--- config.mk ---
export PLATFORM = sky130hd
export DESIGN_NAME = sirq_agent
export DESIGN_NICKNAME = d
export VERILOG_FILES = /design/src/sirq_pkg.sv /design/src/sirq_sync.sv /design/src/sirq_pend.sv /design/src/sirq_agent.sv
export SDC_FILE = /design/constraint.sdc
export NUM_CORES = 1
export LEC_CHECK = 0
export BUFFER_PORTS_ARGS = -buffer_cell sky130_fd_sc_hd__buf_2
export CAP_MARGIN = 20
export CORE_MARGIN = 3
export CORE_UTILIZATION = 58
export CTS_CLUSTER_DIAMETER = 100
export DETAILED_ROUTE_END_ITERATION = 7
export PLACE_DENSITY = 0.78
export SYNTH_ARGS = -nofsm -noshare
export SYNTH_HDL_FRONTEND = slang
export SYNTH_SLANG_ARGS = --single-unit
--- constraint.sdc ---
create_clock -name ref_clk -period 3.4 [get_ports ref_clk]
set_input_delay 1.02 -clock ref_clk [delete_from_list [all_inputs] [get_ports ref_clk]]
set_output_delay 1.02 -clock ref_clk [all_outputs]
set_load 0.05 [all_outputs]
--- src/sirq_pkg.sv ---
// shared constants and types for the serial interrupt slave agent
package sirq_pkg;

  // number of interrupt lines served, carried on slots 2 .. NUM_IRQ+1
  localparam int          NUM_IRQ         = 15;
  localparam int          SLOT_W          = 5;
  localparam int          RUN_W           = 2;

  // slot 1 is unused, slot 2 carries line 1
  localparam logic [4:0]  SLOT_FIRST_IRQ  = 5'h02;
  localparam logic [4:0]  SLOT_LAST       = 5'h10;
  // slot 3 carries line 2 or the management interrupt
  localparam logic [4:0]  SLOT_MGMT       = 5'h03;
  localparam int          MGMT_IRQ_IDX    = 1;
  // slot 14 carries line 13
  localparam logic [4:0]  SLOT_IRQ13      = 5'h0E;

  // stop pulse widths in clocks
  localparam logic [1:0]  STOP_QUIET_LOW  = 2'h2;
  localparam logic [1:0]  STOP_CONT_LOW   = 2'h3;
  localparam logic [1:0]  RUN_MAX         = 2'h3;

  // reset values
  localparam logic        IRQ_RST_LVL     = 1'b1;
  localparam logic        QUIET_RST       = 1'b0;

  typedef enum logic [1:0] {
    SIRQ_IDLE  = 2'b00,
    SIRQ_START = 2'b01,
    SIRQ_FRAME = 2'b10,
    SIRQ_STOP  = 2'b11
  } sirq_state_e;

  typedef enum logic [1:0] {
    SIRQ_PH_SAMPLE = 2'b00,
    SIRQ_PH_RECOV  = 2'b01,
    SIRQ_PH_TURN   = 2'b10
  } sirq_phase_e;

endpackage : sirq_pkg

--- src/sirq_sync.sv ---
// two flip-flop synchroniser for a group of asynchronous level inputs
module sirq_sync #(
  parameter int   WIDTH   = 15,
  parameter logic RST_LVL = 1'b1
) (
  input  wire logic             ref_clk,
  input  wire logic             sys_rst,
  input  wire logic [WIDTH-1:0] async_in,
  output logic      [WIDTH-1:0] sync_out
);

  initial begin
    if (WIDTH < 1) begin
      $error("sirq_sync: WIDTH must be at least 1");
    end
  end

  genvar i;
  generate
    for (i = 0; i < WIDTH; i++) begin : g_bit
      logic meta_reg;
      logic sync_reg;
      // first stage feeds only the second stage
      always_ff @(posedge ref_clk or posedge sys_rst) begin
        if (sys_rst) begin
          meta_reg <= RST_LVL;
          sync_reg <= RST_LVL;
        end else begin
          meta_reg <= async_in[i];
          sync_reg <= meta_reg;
        end
      end
      assign sync_out[i] = sync_reg;
    end
  endgenerate

endmodule : sirq_sync

--- src/sirq_pend.sv ---
// per-line level capture and pending-change flags
module sirq_pend #(
  parameter int   WIDTH   = 15,
  parameter logic RST_LVL = 1'b1
) (
  input  wire logic             ref_clk,
  input  wire logic             sys_rst,
  input  wire logic [WIDTH-1:0] lvl_in,
  input  wire logic [WIDTH-1:0] clr,
  output logic      [WIDTH-1:0] lvl,
  output logic      [WIDTH-1:0] pend
);

  initial begin
    if (WIDTH < 1) begin
      $error("sirq_pend: WIDTH must be at least 1");
    end
  end

  genvar i;
  generate
    for (i = 0; i < WIDTH; i++) begin : g_line
      logic lvl_reg;
      logic pend_reg;
      logic change;
      logic pend_next;
      assign change    = lvl_in[i] ^ lvl_reg;
      // a change in the clearing cycle keeps the flag set
      assign pend_next = change | (pend_reg & ~clr[i]);
      always_ff @(posedge ref_clk or posedge sys_rst) begin
        if (sys_rst) begin
          lvl_reg  <= RST_LVL;
          pend_reg <= 1'b0;
        end else begin
          lvl_reg  <= lvl_in[i];
          pend_reg <= pend_next;
        end
      end
      assign lvl[i]  = lvl_reg;
      assign pend[i] = pend_reg;
    end
  endgenerate

endmodule : sirq_pend

--- src/sirq_agent.sv ---
// serial interrupt slave agent: frame tracking, mode learning, slot driving
module sirq_agent
  import sirq_pkg::*;
#(
  parameter int NUM_LINES = sirq_pkg::NUM_IRQ
) (
  input  wire logic                 ref_clk,
  input  wire logic                 sys_rst,
  input  wire logic [NUM_LINES-1:0] irq_in,
  input  wire logic                 mgmt_irq_n,
  input  wire logic                 mgmt_slot_en,
  input  wire logic                 mgmt_pin_en,
  input  wire logic                 sirq_in,
  output logic                      sirq_out,
  output logic                      sirq_oe_n,
  output logic                      mgmt_irq_pin_n,
  output logic                      quiet_mode,
  output logic                      cycle_active
);

  import sirq_pkg::*;

  initial begin
    if (NUM_LINES < 2 || NUM_LINES > sirq_pkg::NUM_IRQ) begin
      $error("sirq_agent: NUM_LINES must be 2 .. 15");
    end
    if (SLOT_LAST != SLOT_W'(sirq_pkg::NUM_IRQ + 1)) begin
      $error("sirq_agent: last slot must follow the last served line");
    end
    if (SLOT_IRQ13 != SLOT_FIRST_IRQ + 5'h0C) begin
      $error("sirq_agent: line 13 must sit on slot 14");
    end
    // the mode decode only tells two widths apart
    if (STOP_CONT_LOW <= STOP_QUIET_LOW) begin
      $error("sirq_agent: stop widths must rise from quiet to continuous");
    end
  end

  localparam logic [SLOT_W-1:0] SLOT_END = SLOT_W'(NUM_LINES + 1);

  // ---------------------------------------------------------------
  // interrupt lines: pins are synchronised, then merged with management
  // ---------------------------------------------------------------
  logic [NUM_LINES-1:0] irq_sync;
  logic [NUM_LINES-1:0] irq_data;
  logic [NUM_LINES-1:0] irq_lvl;
  logic [NUM_LINES-1:0] irq_pend;
  logic [NUM_LINES-1:0] irq_clr;

  sirq_sync #(
    .WIDTH   (NUM_LINES),
    .RST_LVL (IRQ_RST_LVL)
  ) u_sync (
    .ref_clk  (ref_clk),
    .sys_rst  (sys_rst),
    .async_in (irq_in),
    .sync_out (irq_sync)
  );

  // slot 3 is shared: software keeps the two sources apart
  logic mgmt_on_slot;
  assign mgmt_on_slot = mgmt_irq_n | ~mgmt_slot_en;

  genvar k;
  generate
    for (k = 0; k < NUM_LINES; k++) begin : g_merge
      if (k == MGMT_IRQ_IDX) begin : g_mgmt
        assign irq_data[k] = irq_sync[k] & mgmt_on_slot;
      end else begin : g_plain
        assign irq_data[k] = irq_sync[k];
      end
    end
  endgenerate

  sirq_pend #(
    .WIDTH   (NUM_LINES),
    .RST_LVL (IRQ_RST_LVL)
  ) u_pend (
    .ref_clk (ref_clk),
    .sys_rst (sys_rst),
    .lvl_in  (irq_data),
    .clr     (irq_clr),
    .lvl     (irq_lvl),
    .pend    (irq_pend)
  );

  // ---------------------------------------------------------------
  // line watching; the line is synchronous to ref_clk, so it is read raw
  // ---------------------------------------------------------------
  sirq_state_e       state_reg;
  sirq_state_e       state_next;
  sirq_phase_e       phase_reg;
  sirq_phase_e       phase_next;
  logic [SLOT_W-1:0] slot_reg;
  logic [SLOT_W-1:0] slot_next;
  logic [RUN_W-1:0]  run_reg;
  logic [RUN_W-1:0]  run_next;
  logic              quiet_reg;
  logic              quiet_next;
  logic              start_reg;
  logic              out_reg;
  logic              oe_n_reg;
  logic              mgmt_pin_reg;

  logic line_low;
  logic rise_seen;
  logic frame_begin;
  logic stop_end;

  assign line_low    = ~sirq_in;
  assign rise_seen   = sirq_in & (run_reg != '0);
  assign frame_begin = (state_reg == SIRQ_START) & rise_seen;
  assign stop_end    = (state_reg == SIRQ_STOP) & sirq_in;
  // run_reg saturates: only 1, 2 and 3-or-more low clocks matter
  assign run_next    = line_low ? ((run_reg == RUN_MAX) ? RUN_MAX : run_reg + 2'h1)
                                : '0;

  // data slots only ever hold the line low for one clock, so a second
  // consecutive low clock inside a frame can only be the stop pulse
  always_comb begin
    state_next = state_reg;
    unique case (state_reg)
      SIRQ_IDLE: begin
        if (line_low) begin
          state_next = SIRQ_START;
        end
      end
      SIRQ_START: begin
        if (rise_seen) begin
          state_next = SIRQ_FRAME;
        end
      end
      SIRQ_FRAME: begin
        if (line_low && run_reg != '0) begin
          state_next = SIRQ_STOP;
        end
      end
      SIRQ_STOP: begin
        // idle clocks after the stop are simply idle state
        if (sirq_in) begin
          state_next = SIRQ_IDLE;
        end
      end
    endcase
  end

  // a 2-clock stop selects quiet mode, anything longer continuous; a stretched
  // stop therefore never hands the agent the right to start frames itself
  assign quiet_next = stop_end ? (run_reg == STOP_QUIET_LOW) : quiet_reg;

  // ---------------------------------------------------------------
  // slot and phase counting from the rise that ends the start pulse:
  // rise clock is 0, clock 1 is a turn-around, clock 2 samples slot 1
  // ---------------------------------------------------------------
  logic in_frame_next;
  logic slot_more;

  assign in_frame_next = (state_next == SIRQ_FRAME);
  // counting halts past the last slot, so a long host frame cannot wrap
  assign slot_more     = (slot_reg <= SLOT_LAST);

  always_comb begin
    phase_next = phase_reg;
    slot_next  = slot_reg;
    if (frame_begin) begin
      phase_next = SIRQ_PH_TURN;
      slot_next  = '0;
    end else if (state_reg == SIRQ_FRAME && slot_more) begin
      unique case (phase_reg)
        SIRQ_PH_TURN: begin
          phase_next = SIRQ_PH_SAMPLE;
          slot_next  = slot_reg + 5'h01;
        end
        SIRQ_PH_SAMPLE: begin
          phase_next = SIRQ_PH_RECOV;
        end
        SIRQ_PH_RECOV: begin
          phase_next = SIRQ_PH_TURN;
        end
        default: begin
          phase_next = SIRQ_PH_TURN;
        end
      endcase
    end
  end

  // ---------------------------------------------------------------
  // slot driving, decided one clock ahead so the pin comes from a flop
  // ---------------------------------------------------------------
  logic [3:0] slot_idx;
  logic       slot_owned;
  logic       slot_lvl;
  logic       sample_now;
  logic       recov_now;
  logic       drive_low_next;
  logic       drive_high_next;
  logic       drove_low;
  logic       start_req;
  logic       oe_n_next;

  assign slot_idx   = 4'(slot_next - SLOT_FIRST_IRQ);
  assign slot_owned = (slot_next >= SLOT_FIRST_IRQ) && (slot_next <= SLOT_END);
  assign slot_lvl   = slot_owned ? irq_lvl[slot_idx] : 1'b1;
  assign sample_now = in_frame_next && (phase_next == SIRQ_PH_SAMPLE);

  assign drive_low_next  = sample_now && slot_owned && !slot_lvl;
  assign drove_low       = !oe_n_reg && !out_reg && !start_reg;
  assign recov_now       = in_frame_next && (phase_next == SIRQ_PH_RECOV);
  assign drive_high_next = recov_now && drove_low;

  // the level sent in a slot is the delivered value, so its pending flag
  // drops in that slot's sample clock, driven low or not; a later change sets it again
  generate
    for (k = 0; k < NUM_LINES; k++) begin : g_clr
      assign irq_clr[k] = sample_now && (slot_next == SLOT_W'(k + 2));
    end
  endgenerate

  // only from idle state, so never inside an active cycle; idle state is
  // entered the clock after the stop rise, so the earliest pulse lands on the
  // second clock after that rise; quiet_reg is low in continuous mode
  logic idle_line;
  logic any_pend;
  assign idle_line = (state_reg == SIRQ_IDLE) && sirq_in;
  assign any_pend  = |irq_pend;
  assign start_req = idle_line && quiet_reg && any_pend && !start_reg;

  // turn-around leaves the pin released; idle does too, save for the quiet-mode start pulse
  assign oe_n_next = ~(drive_low_next | drive_high_next | start_req);

  always_ff @(posedge ref_clk or posedge sys_rst) begin
    if (sys_rst) begin
      state_reg <= SIRQ_IDLE;
      phase_reg <= SIRQ_PH_TURN;
      slot_reg  <= '0;
      run_reg   <= '0;
      quiet_reg <= QUIET_RST;
    end else begin
      state_reg <= state_next;
      phase_reg <= phase_next;
      slot_reg  <= slot_next;
      run_reg   <= run_next;
      quiet_reg <= quiet_next;
    end
  end

  // pin flops: released while the bus reset is held
  // sirq_out carries meaning only while sirq_oe_n is low
  always_ff @(posedge ref_clk or posedge sys_rst) begin
    if (sys_rst) begin
      start_reg <= 1'b0;
      out_reg   <= 1'b0;
      oe_n_reg  <= 1'b1;
    end else begin
      start_reg <= start_req;
      out_reg   <= drive_high_next;
      oe_n_reg  <= oe_n_next;
    end
  end

  always_ff @(posedge ref_clk or posedge sys_rst) begin
    if (sys_rst) begin
      // registered so the pin cannot glitch while the enable moves
      mgmt_pin_reg <= 1'b1;
    end else begin
      mgmt_pin_reg <= mgmt_irq_n | ~mgmt_pin_en;
    end
  end

  assign sirq_out       = out_reg;
  assign sirq_oe_n      = oe_n_reg;
  assign mgmt_irq_pin_n = mgmt_pin_reg;
  assign quiet_mode     = quiet_reg;
  assign cycle_active   = (state_reg != SIRQ_IDLE);

endmodule : sirq_agent

* After elaboration in Yosys (flattened, before gate mapping) *
Cells that the tools add are included.

cells by class
  add/sub/neg operators = 3
  magnitude comparators = 4
  eq/ne operators = 23
  multiplexer cells = 16
  bitwise logic cells = 72
  reduce and logical (&&, ||, !) cells = 39

operator list
  kind                                                 number
  == test 5 x 4 -> 1 bit, second input constant        8
  logical AND 1 bit                                    29
  == test 5 x 3 -> 1 bit, second input constant        4
  bitwise AND 1 bit                                    19
  inverter 1 bit                                       19
  OR 1 bit                                             19
  2-to-1 mux 2 bit                                     8
  2-to-1 mux 5 bit                                     3
  OR reduction 15 bit                                  1
  XOR 1 bit                                            15
  == test 2 bit, second input constant                 6
  == test 5 x 2 -> 1 bit, second input constant        2
  <= comparator 5 bit, second input constant           2
  one-hot mux 2 bit (4 select lines)                   1
  zero test 2 bit                                      3
  adder 5 x 1 -> 5 bit, second input constant          1
  == test 5 bit, second input constant                 1
  >= comparator 5 x 2 -> 1 bit, second input constant  1
  < comparator 4 x 5 -> 1 bit, second input constant   1
  binary-select mux 1 bit (select 4 bit)               1
  == test 2 x 1 -> 1 bit, second input constant        2
  zero test 1 bit                                      4
  one-hot mux 2 bit (2 select lines)                   1
  nonzero test 2 bit                                   2
  3 further kinds                                      4

word-level totals
  flip-flop bits (word level) = 76
  output and inout port bits = 5
  logic and storage cells = 226

* Depth between registers and ports, before layout *
Gate-level depths: netlist (run 1).

  depth in word-level cells = 13
  depth in mapped cells = 13
  depth with buffers taken out = 12

* Cells and area by module *
A second synthesis (run 1) with hierarchy kept.

unflattened totals
  cell total of the unflattened synthesis = 292
  area, all modules = 3455.8 um2

by module, submodules not included
  module      times used  cells each  area an instance (um2)  sequential area each (um2)
  sirq_agent  1           140         1290.0                  404.1
  sirq_pend   1           106         1261.2                  769.5
  sirq_sync   1           46          904.6                   788.3

* Least setup slack after synthesis (run 1) *
OpenSTA, ideal clock, no wires.

  path kind = reg-to-reg
  from = register slot_reg[0]
  to = register oe_n_reg (netlist: sirq_oe_n)
  setup time = 0.083 ns
  arrival = 2.623 ns
  required time = 3.317 ns
  path slack = 0.694 ns
  cell stages (with the launch flop) = 14
  path buffers = 1
  period minus slack after synthesis = 2.706 ns
  cell sequence = dfrtp_1 -> inv_1 -> ha_1 -> or3b_1 -> clkbuf_1 -> nand2_1 -> a41oi_1 -> nor2_1 -> inv_1 -> ha_1 -> nor2b_2 -> a311o_1 -> a31oi_1 -> a21boi_1

on the way
  cells in the longest elaborated chain, start to end = 13

ends and longest elaborated chain
  item                                                                RTL line                              source
  from (decl)                                                         sirq_agent.sv:94                      logic [SLOT_W-1:0] slot_reg;
  from (signal assigned)                                              sirq_agent.sv:241                     slot_reg <= slot_next;
  adder 5 x 1 -> 5 bit / <= comparator 5 bit (equally long branches)  sirq_agent.sv:172, sirq_agent.sv:160
  2-to-1 mux 5 bit / logical AND 1 bit (equally long branches)        sirq_agent.sv:169, sirq_agent.sv:168
  2-to-1 mux 5 bit *                                                  sirq_agent.sv:168                     end else if (state_reg == SIRQ_FRAME && slot_more) begin
  2-to-1 mux 5 bit *                                                  sirq_agent.sv:165                     if (frame_begin) begin
  via slot_next[2]                                                    sirq_agent.sv:95                      logic [SLOT_W-1:0] slot_next;
  subtractor 4 x 2 -> 4 bit                                           sirq_agent.sv:201                     assign slot_idx = 4'(slot_next - SLOT_FIRST_IRQ);
  binary-select mux 1 bit (select 4 bit)                              sirq_agent.sv:203                     assign slot_lvl = slot_owned ? irq_lvl[slot_idx] : 1'b1;
  2-to-1 mux 1 bit (implied by the code)                              sirq_agent.sv:203
  2-to-1 mux 1 bit                                                    sirq_agent.sv:203
  zero test 1 bit                                                     sirq_agent.sv:206                     assign drive_low_next = sample_now && slot_owned && !slot_lvl;
  logical AND 1 bit *                                                 sirq_agent.sv:206
  OR 1 bit * (2 in a row)                                             sirq_agent.sv:229                     assign oe_n_next = ~(drive_low_next | drive_high_next | start_req);
  inverter 1 bit *                                                    sirq_agent.sv:229
  via oe_n_next                                                       sirq_agent.sv:199                     logic oe_n_next;
  to (signal assigned)                                                sirq_agent.sv:257                     oe_n_reg <= oe_n_next;
  to (decl)                                                           sirq_agent.sv:102                     logic oe_n_reg;

Mark *: on every way through the listed nets, which the timed path passes. The rest lies on a longest branch. The select of a mux whose other input is x is not followed.
A chain may end at the register's enable or synchronous reset.

* Final worst setup path (run 1) *
Same ends and word-level chain as after synthesis.

==> results.md, run 1 <==
- The clock-pin slew on the worst setup and hold paths is around 0.080 ns.
- The worst hold slack is 0.357 ns.
- The post-route fraction of the period consumed by the critical path is 0.894.
- The initialized floorplan defines 25 standard-cell rows.
- Dividing total power by cell area gives a power density of around 670 mW/mm^2.
- For the final database, setup skew stands at roughly 0.0065 ns.
- For this run, the top clock speed supported by timing is approximately 0.33 GHz.
- Global routing finished with a remaining overflow of 0.
- The worst register-to-register path ends at sirq_oe_n.
- Input and output buffers added on the ports amount to 25.
- The via count of the first global-routing pass is 2016.
- The first global-routing pass estimated approximately 9.5 mm of wire.
- After detailed routing, the number of vias per cell comes to approximately 5.6.
- The global routing usage summed across all routing layers is 0.206.
- The startpoint of the lowest-slack register-to-register path is slot_reg[0].
- The die boundary width is roughly 79 um.
- The synthesized design contains 0 enable-type register cells.
- The total count of max-transition violations in the final report is 0.
- The worst setup path is launched from a register.
- The worst hold path begins at u_sync.g_bit[12].meta_reg.
- By startpoint and endpoint, the worst setup path is classified as register to register.
- The synthesized netlist cell count is ~250.
- The buffer count from post-CTS setup fixing is 0.
- Yosys printed 0 warnings.
- The data required time at the worst endpoint is between 3 and 4 ns.
- The path class of the tightest hold or removal check is register to register.
- The number of endpoints failing setup at the final stage is 0.
- At the pin with the least slew margin, the transition time is 0.977 ns.
- The global placer's final weighted congestion is 0.874.
- The post-cts hold buffer count is 0.
- The layout cell share with drive strength beyond 1 is 0.364.
- Ranked by total cell area, the synthesized netlist is headed by sky130_fd_sc_hd__dfstp_2, sky130_fd_sc_hd__dfrtp_1, sky130_fd_sc_hd__xnor2_1, sky130_fd_sc_hd__nand2_1, sky130_fd_sc_hd__o21ai_0.
- The repair_antennas step left the layout with diodes totalling 0.
- The arrival time at the worst endpoint is ~3.3 ns.
- In the synthesized netlist, the cells that appear most often are sky130_fd_sc_hd__dfstp_2, sky130_fd_sc_hd__dfrtp_1, sky130_fd_sc_hd__nand2_1.
- The number of DRC markers in iteration 0 is between 100 and 150.
- The clock reaches the later pin of the worst-skew pair after about 0.35 ns.
- The I/O pin count is 26.
- Setup repair after global routing left no endpoint under its margin.
- The routed via count is around 1900.
- The maximum buffer depth of the clock tree is 2.
- The worst register-to-register path has a setup slack of roughly 0.36 ns.
- In the routed design, unresolved DRC markers number 0.
- The sequential fraction of the synthesis area is 0.639.
- The worst-case hold path end point is u_sync.g_bit[12].sync_reg.
- The number of failing hold endpoints at the final stage was 0.
- The logic depth of the worst register-to-register path is 12.
- The number of antenna violations at the first check in global routing is 0.
- Measured along the y axis, the die boundary spans 78.8 um.
- The total number of clock tree sinks is 76.
- The average wire per standard cell is about 16 um.
- Counting the buffers created by CTS gives 9.
- The shortest clock period the worst path allows after layout is ~3 ns.
- The remaining number of nets flagged by the antenna check after routing is 0.
- The final layout contains routed wiring with a total length of 5.62 mm.
- The post-synthesis average cell area is between 10 and 15 sq um.
- The number of max-capacitance violations reported is 0.
- The most used flip-flop cell after synthesis is sky130_fd_sc_hd__dfstp_2.
- The element type at the critical path end is a register.
- The leading area contributor after synthesis is sky130_fd_sc_hd__dfstp_2.
- Summed over all cells, the static leakage comes to around 1.4 nW.
- The number of register bits inferred by synthesis is 76.
- The share of synthesized area in the top cell type comes to 0.411.
- Along the worst hold path, the cell count comes to 0.
- Setup total negative slack on the finished layout was measured at 0 ns.
- The sum of net half-perimeters after detailed placement is slightly below 4 mm.
- IR analysis of the VDD net gives a maximum drop of 0.000493 V.
- The relative slew slack is 0.340.
- The depth of the CTS H-tree is 3.
- For this run, the share of the core covered by cells in the final layout is 0.709.
- The floorplan step defined a core boundary enclosing ~0.005 sq mm.
- The number of different library cells used by synthesis comes to between 50 and 60.
- The clock tree from TritonCTS is built.
- The final net count is 303.
- The final instance area is 0.00348 sq mm.
- The cell area that synthesis handed to floorplanning was 0.00307 sq mm.
- Entering global routing, the biggest net connects 53 pins.
- After detailed placement, the total cell area comes to approximately 0.0033 sq mm.
- The flow ran to the end, and the final reports show no timing, DRC or antenna violations.
- The area added between synthesis and finish is 13.4%.
- Power comes to approximately 2.3 mW.
- The number of nets produced by synthesis is 271.
- The maximum fanout along the worst path is 9.
- The overall die area is ~0.0062 sq mm.
- Once the clock tree was built, the resizer swapped 0 gates to a different size.
- The root buffer cell is sky130_fd_sc_hd__clkbuf_8.
- The initial standard-cell utilization of the core is 0.625.
- The library cell with the highest instance count after synthesis is sky130_fd_sc_hd__dfstp_2.
- The count of TritonRoute iterations in the first routing pass is 4.
- For this run, asynchronously set or reset flops after synthesis account for 1.00.
==> worst max-delay path, stage by stage, from the launching register on <==
cell and delay (ns):
sky130_fd_sc_hd__dfrtp_1 0.47, sky130_fd_sc_hd__inv_1 0.15, sky130_fd_sc_hd__ha_1 0.17, sky130_fd_sc_hd__or3b_1 0.45, sky130_fd_sc_hd__nand2_1 0.14, sky130_fd_sc_hd__a41oi_1 0.17, sky130_fd_sc_hd__nor2_1 0.34, sky130_fd_sc_hd__inv_1 0.12
sky130_fd_sc_hd__ha_1 0.35, sky130_fd_sc_hd__a21boi_0 0.19, sky130_fd_sc_hd__o211ai_1 0.13, sky130_fd_sc_hd__a31oi_1 0.20, sky130_fd_sc_hd__a21boi_1 0.09
==> metal layers <==
| layer | up-vias | share of wire | global-route usage |
|---|---|---|---|
| li1 | 929 | - | - |
| met1 | 973 | 0.45 | 0.261 |
| met2 | 35 | 0.50 | 0.328 |
| met3 | 10 | 0.033 | 0.0556 |
| met4 | 0 | 0.021 | 0.107 |
| met5 | - | 0 | 0 |
==> how the worst max path moves through the flow <==
| stage | startpoint | to |
|---|---|---|
| after floorplan | sys_rst | phase_reg[0] |
| after global placement | sirq_in | sirq_oe_n |
| after detailed placement | sirq_in | sirq_oe_n |
| after CTS | slot_reg[0] | sirq_oe_n |
| after global routing | slot_reg[0] | sirq_oe_n |
| final | slot_reg[0] | sirq_oe_n |
==> cells by family after synthesis <==
| logic type | after synthesis | synth area share |
|---|---|---|
| flip-flops | 76 | 0.639 |
| AND/OR/NAND/NOR | 71 | 0.125 |
| AO/OA/AOI/OAI | 55 | 0.128 |
| XOR/XNOR | 17 | 0.0485 |
| buffers and inverters | 17 | 0.0224 |
| multiplexers | 6 | 0.0212 |
| adder cells (fa/ha/maj) | 4 | 0.0163 |
==> per-stage QoR <==
step	cells	worst slack [ns]
after global routing	350	0.162
after CTS	350	0.391
after global placement	334	0.475
after detailed placement	334	0.415
after floorplan	246	0.521
final	350	0.362
==> power by group <==
part           internal (mW)  switching, mW  total [mW]
Combinational          0.216          0.334       0.550
Clock                  0.364          0.332       0.696
Sequential              1.00         0.0905        1.09
Total                   1.58          0.757        2.34
==> area by class of cell <==
type / instances / area, sq um
Tap cell: 67 / 83.8
Sequential cell: 76 / 1960
Inverter: 12 / 45.0
Clock inverter: 6 / 68.8
Multi-Input combinational cell: 153 / 1040
Clock buffer: 10 / 138
Timing Repair Buffer: 26 / 145
Fill cell: 370 / 1430
==> cell usage in the layout (no fill, tap or decap), types with 6 or more instances in the layout <==
cell type and instances:
sky130_fd_sc_hd__a21oi_1 6, sky130_fd_sc_hd__nor2_1 10, sky130_fd_sc_hd__dfrtp_1 28, sky130_fd_sc_hd__nand3_1 7, sky130_fd_sc_hd__clkbuf_8 10, sky130_fd_sc_hd__buf_2 25
sky130_fd_sc_hd__o31ai_1 6, sky130_fd_sc_hd__nand2_1 28, sky130_fd_sc_hd__inv_1 11, sky130_fd_sc_hd__dfstp_2 48, sky130_fd_sc_hd__o21ai_0 15, sky130_fd_sc_hd__xnor2_1 16
(Power assumes the default switching activity.)
==> run 2, diff against run 1 <==
Settings changed: CORE_ASPECT_RATIO set to 0.5, CORE_UTILIZATION 58 to 25, PLACE_DENSITY 0.78 to not set.
==> run 2 against run 1 <==
Combinational power about the same. Via count increased by 1.6%. Non-clock buffer count increased by 1. Final area increased by 6.7%. Sequential cell count unchanged.
==> results.md, run 2 (synthesized netlist as in run 1, its figures left out) <==
- The total number of clock tree sinks came to 76 (unchanged).
- The sum of negative setup slack is 0 ns (unchanged).
- The source-to-sink clock delay at the later pin of the worst-skew pair is 0.33 ns (was 0.35 ns).
- The number of DRC markers in iteration 0 is 167 (was 115).
- The number of cells on the worst hold path is 0 (unchanged).
- The maximum buffer depth of the clock tree came to 2 (unchanged).
- The hold path startpoint is u_sync.g_bit[0].meta_reg (was u_sync.g_bit[12].meta_reg).
- The wire length of the first global-routing pass is 9.80 mm (was 9.49 mm).
- The post-route fraction of the period consumed by the critical path is 0.849 (was 0.894).
- The type of origin of the critical path is a register (unchanged).
- The number of gates resized after cts is 0 (unchanged).
- The number of max-capacitance violations reported was 0 (unchanged).
- Setup repair after global routing missed its margin: false (unchanged).
- The total placed instance area is 0.00340 sq mm (was 0.00328 sq mm).
- The final net count is 304 (was 303).
- The average wire per standard cell came to 13.0 um (was 16.0 um).
- The delay of the slowest cell on the worst path is 0.47 ns (about the same).
- The via count of the first global-routing pass is 2011 (was 2016).
- The start point of the critical path is slot_reg[0] (unchanged).
- The startpoint of the lowest-slack register-to-register path is slot_reg[0] (unchanged).
- The maximum fanout along the worst path is 9 (unchanged).
- Cell Chain, Critical Path: inv_1, ha_1, or3b_1, nand2_1, a41oi_1, nor2_1, inv_1, ha_1, a21boi_0, o211ai_1, a31oi_1, a21boi_1 (unchanged).
- The DRC violation count after routing is 0 (unchanged).
- The global placer's final weighted congestion came to 0.838 (was 0.874).
- The type of the worst setup path is register to register (unchanged).
- The number of cell rows was 27 (was 25).
- The initial standard-cell utilization of the core was 0.267 (was 0.625).
- The actual slew at the worst max-slew pin is 0.849 ns (was 0.977 ns).
- The element type at the critical path end is a register (unchanged).
- The data required time at the worst endpoint is 3.65 ns (was 3.67 ns).
- The wire length after detailed routing is 5.75 mm (was 5.62 mm).
- The path type of the worst min-delay path is register to register (unchanged).
- The shortest clock period the worst path allows after layout was 2.88 ns (was 3.04 ns).
- The global routing usage summed across all routing layers is 0.0910 (was 0.206).
- The worst hold slack is 0.354 ns (was 0.357 ns).
- The total count of max-transition violations in the final report was 0 (unchanged).
- The utilization after layout is 0.323 (was 0.709).
- The number of input and output port buffers inserted is 25 (unchanged).
- The worst-case vdd ir drop was 0.000297 V (was 0.000493 V).
- The remaining number of nets flagged by the antenna check after routing is 0 (unchanged).
- The antenna diode count came to 0 (unchanged).
- The detail-routed via count per cell is 4.47 (was 5.56).
- The depth of the CTS H-tree was 3 (unchanged).
- The post-cts hold buffer count is 0 (unchanged).
- The relative slew slack came to 0.427 (was 0.340).
- The number of antenna violations at the first check in global routing came to 0 (unchanged).
- The final setup skew was 0.00547 ns (was 0.00647 ns).
- The layout cell share with drive strength beyond 1 came to 0.366 (was 0.364).
- Most frequent cells in the layout: sky130_fd_sc_hd__dfstp_2, sky130_fd_sc_hd__nand2_1, sky130_fd_sc_hd__dfrtp_1 (unchanged).
- The number of cells after detailed placement is 427 (was 334).
- The sequential cell area came to 0.00196 sq mm (unchanged).
- The CTS buffer count is 9 (unchanged).
- The leakage component of the power is 1.43 nW (was 1.37 nW).
- The area inside the core boundary is 0.0115 sq mm (was 0.00491 sq mm).
- The highest clock frequency the design can meet was 0.347 GHz (was 0.329 GHz).
- The remaining global-route overflow is 0 (unchanged).
- The layout filler cell count is 1157 (was 370).
- The final instance area is 0.00371 sq mm (was 0.00348 sq mm).
- The register-to-register setup slack is 0.52 ns (was 0.36 ns).
- The height of the chip is 84.4 um (was 78.8 um).
- The die boundary width is 163 um (was 78.8 um).
- The leading cell type in the layout, fill and taps excluded is sky130_fd_sc_hd__dfstp_2 (unchanged).
- Result of the run: complete, no violations (unchanged).
- The clock-pin slew on the worst setup and hold paths came to 0.06 ns (was 0.08 ns).
- The overall die area came to 0.0137 sq mm (was 0.00620 sq mm).
- The clock tree from TritonCTS is built (unchanged).
- The count of TritonRoute iterations in the first routing pass is 4 (unchanged).
- The logic depth of the worst register-to-register path came to 12 (unchanged).
- The area added between synthesis and finish is 21.0% (was 13.4%).
- The arrival time at the worst endpoint is 3.14 ns (was 3.31 ns).
- The multi-input combinational cell area was 0.00104 sq mm (unchanged).
- The buffer count from post-CTS setup fixing was 0 (unchanged).
- The cell with the largest stage delay on the worst path is sky130_fd_sc_hd__dfrtp_1 (unchanged).
- The non-filler instance count after layout was 443 (was 350).
- The I/O pin count is 26 (unchanged).
- The power per unit of standard cell area is 707 mW/mm^2 (was 672 mW/mm^2).
- The number of failing hold endpoints at the final stage is 0 (unchanged).
- The pin count of the biggest net entering global routing is 49 (was 53).
- The number of endpoints failing setup at the final stage was 0 (unchanged).
- The sum of net half-perimeters after detailed placement is 4.23 mm (was 3.98 mm).
- The routed via count is 1979 (was 1947).
- The root buffer cell is sky130_fd_sc_hd__clkbuf_16 (was sky130_fd_sc_hd__clkbuf_8).
-- run 2: changes by cell type in the layout (fill, tap and decap cells not counted) --
| cell | previous run | this run |
|---|---|---|
| sky130_fd_sc_hd__clkinv_2 | 1 | 3 |
| sky130_fd_sc_hd__buf_4 | 0 | 1 |
| sky130_fd_sc_hd__clkbuf_8 | 10 | 0 |
| sky130_fd_sc_hd__clkbuf_16 | 0 | 9 |
| sky130_fd_sc_hd__bufinv_16 | 1 | 2 |
| sky130_fd_sc_hd__inv_6 | 2 | 0 |
-- run 2: layout make-up --
class	instances	area share
sequential	76	0.528
multi-input combinational	153	0.280
clock buffer	9	0.0606
tap	159	0.0536
timing repair buffer	27	0.0411
clock inverter	7	0.0246
inverter	12	0.0121
-- run 2: path summary, 6_finish.rpt --
| check | to |
|---|---|
| setup / recovery | sirq_oe_n |
| hold / removal | u_sync.g_bit[0].sync_reg |
| setup reg to reg | sirq_oe_n |
| hold reg to reg | u_sync.g_bit[0].sync_reg |
| max in group asynchronous | u_pend.g_line[10].lvl_reg |
| min in group asynchronous | run_reg[0] |
-- run 2: power breakdown --
| group | total [mW] | switching (mW) | internal [mW] |
|---|---|---|---|
| Combinational | 0.549 | 0.330 | 0.219 |
| Sequential | 1.09 | 0.0906 | 1.00 |
| Clock | 0.981 | 0.343 | 0.638 |
-- run 2: layer usage --
layer | share of wire | track usage
met5 | 0 | 0
met4 | 0.035 | 0.0545
met3 | 0.046 | 0.0286
met2 | 0.43 | 0.128
met1 | 0.49 | 0.123
-- run 2: through the flow --
stage | setup slack (ns) | total power [mW]
finish | 0.515 | 2.62
global route | 0.206 | 2.77
CTS | 0.534 | 2.65
detailed placement | 0.481 | 1.65
global placement | 0.502 | 1.65
floorplan | 0.521 | 1.52
-- run 2: critical path: cells and delay by family, from the launching register on --
kind,cells,cell delay [ns]
compound gates,5,0.79
fa+ha+maj,2,0.52
buf+inv,2,0.24
flops,1,0.47
simple gates,3,0.80
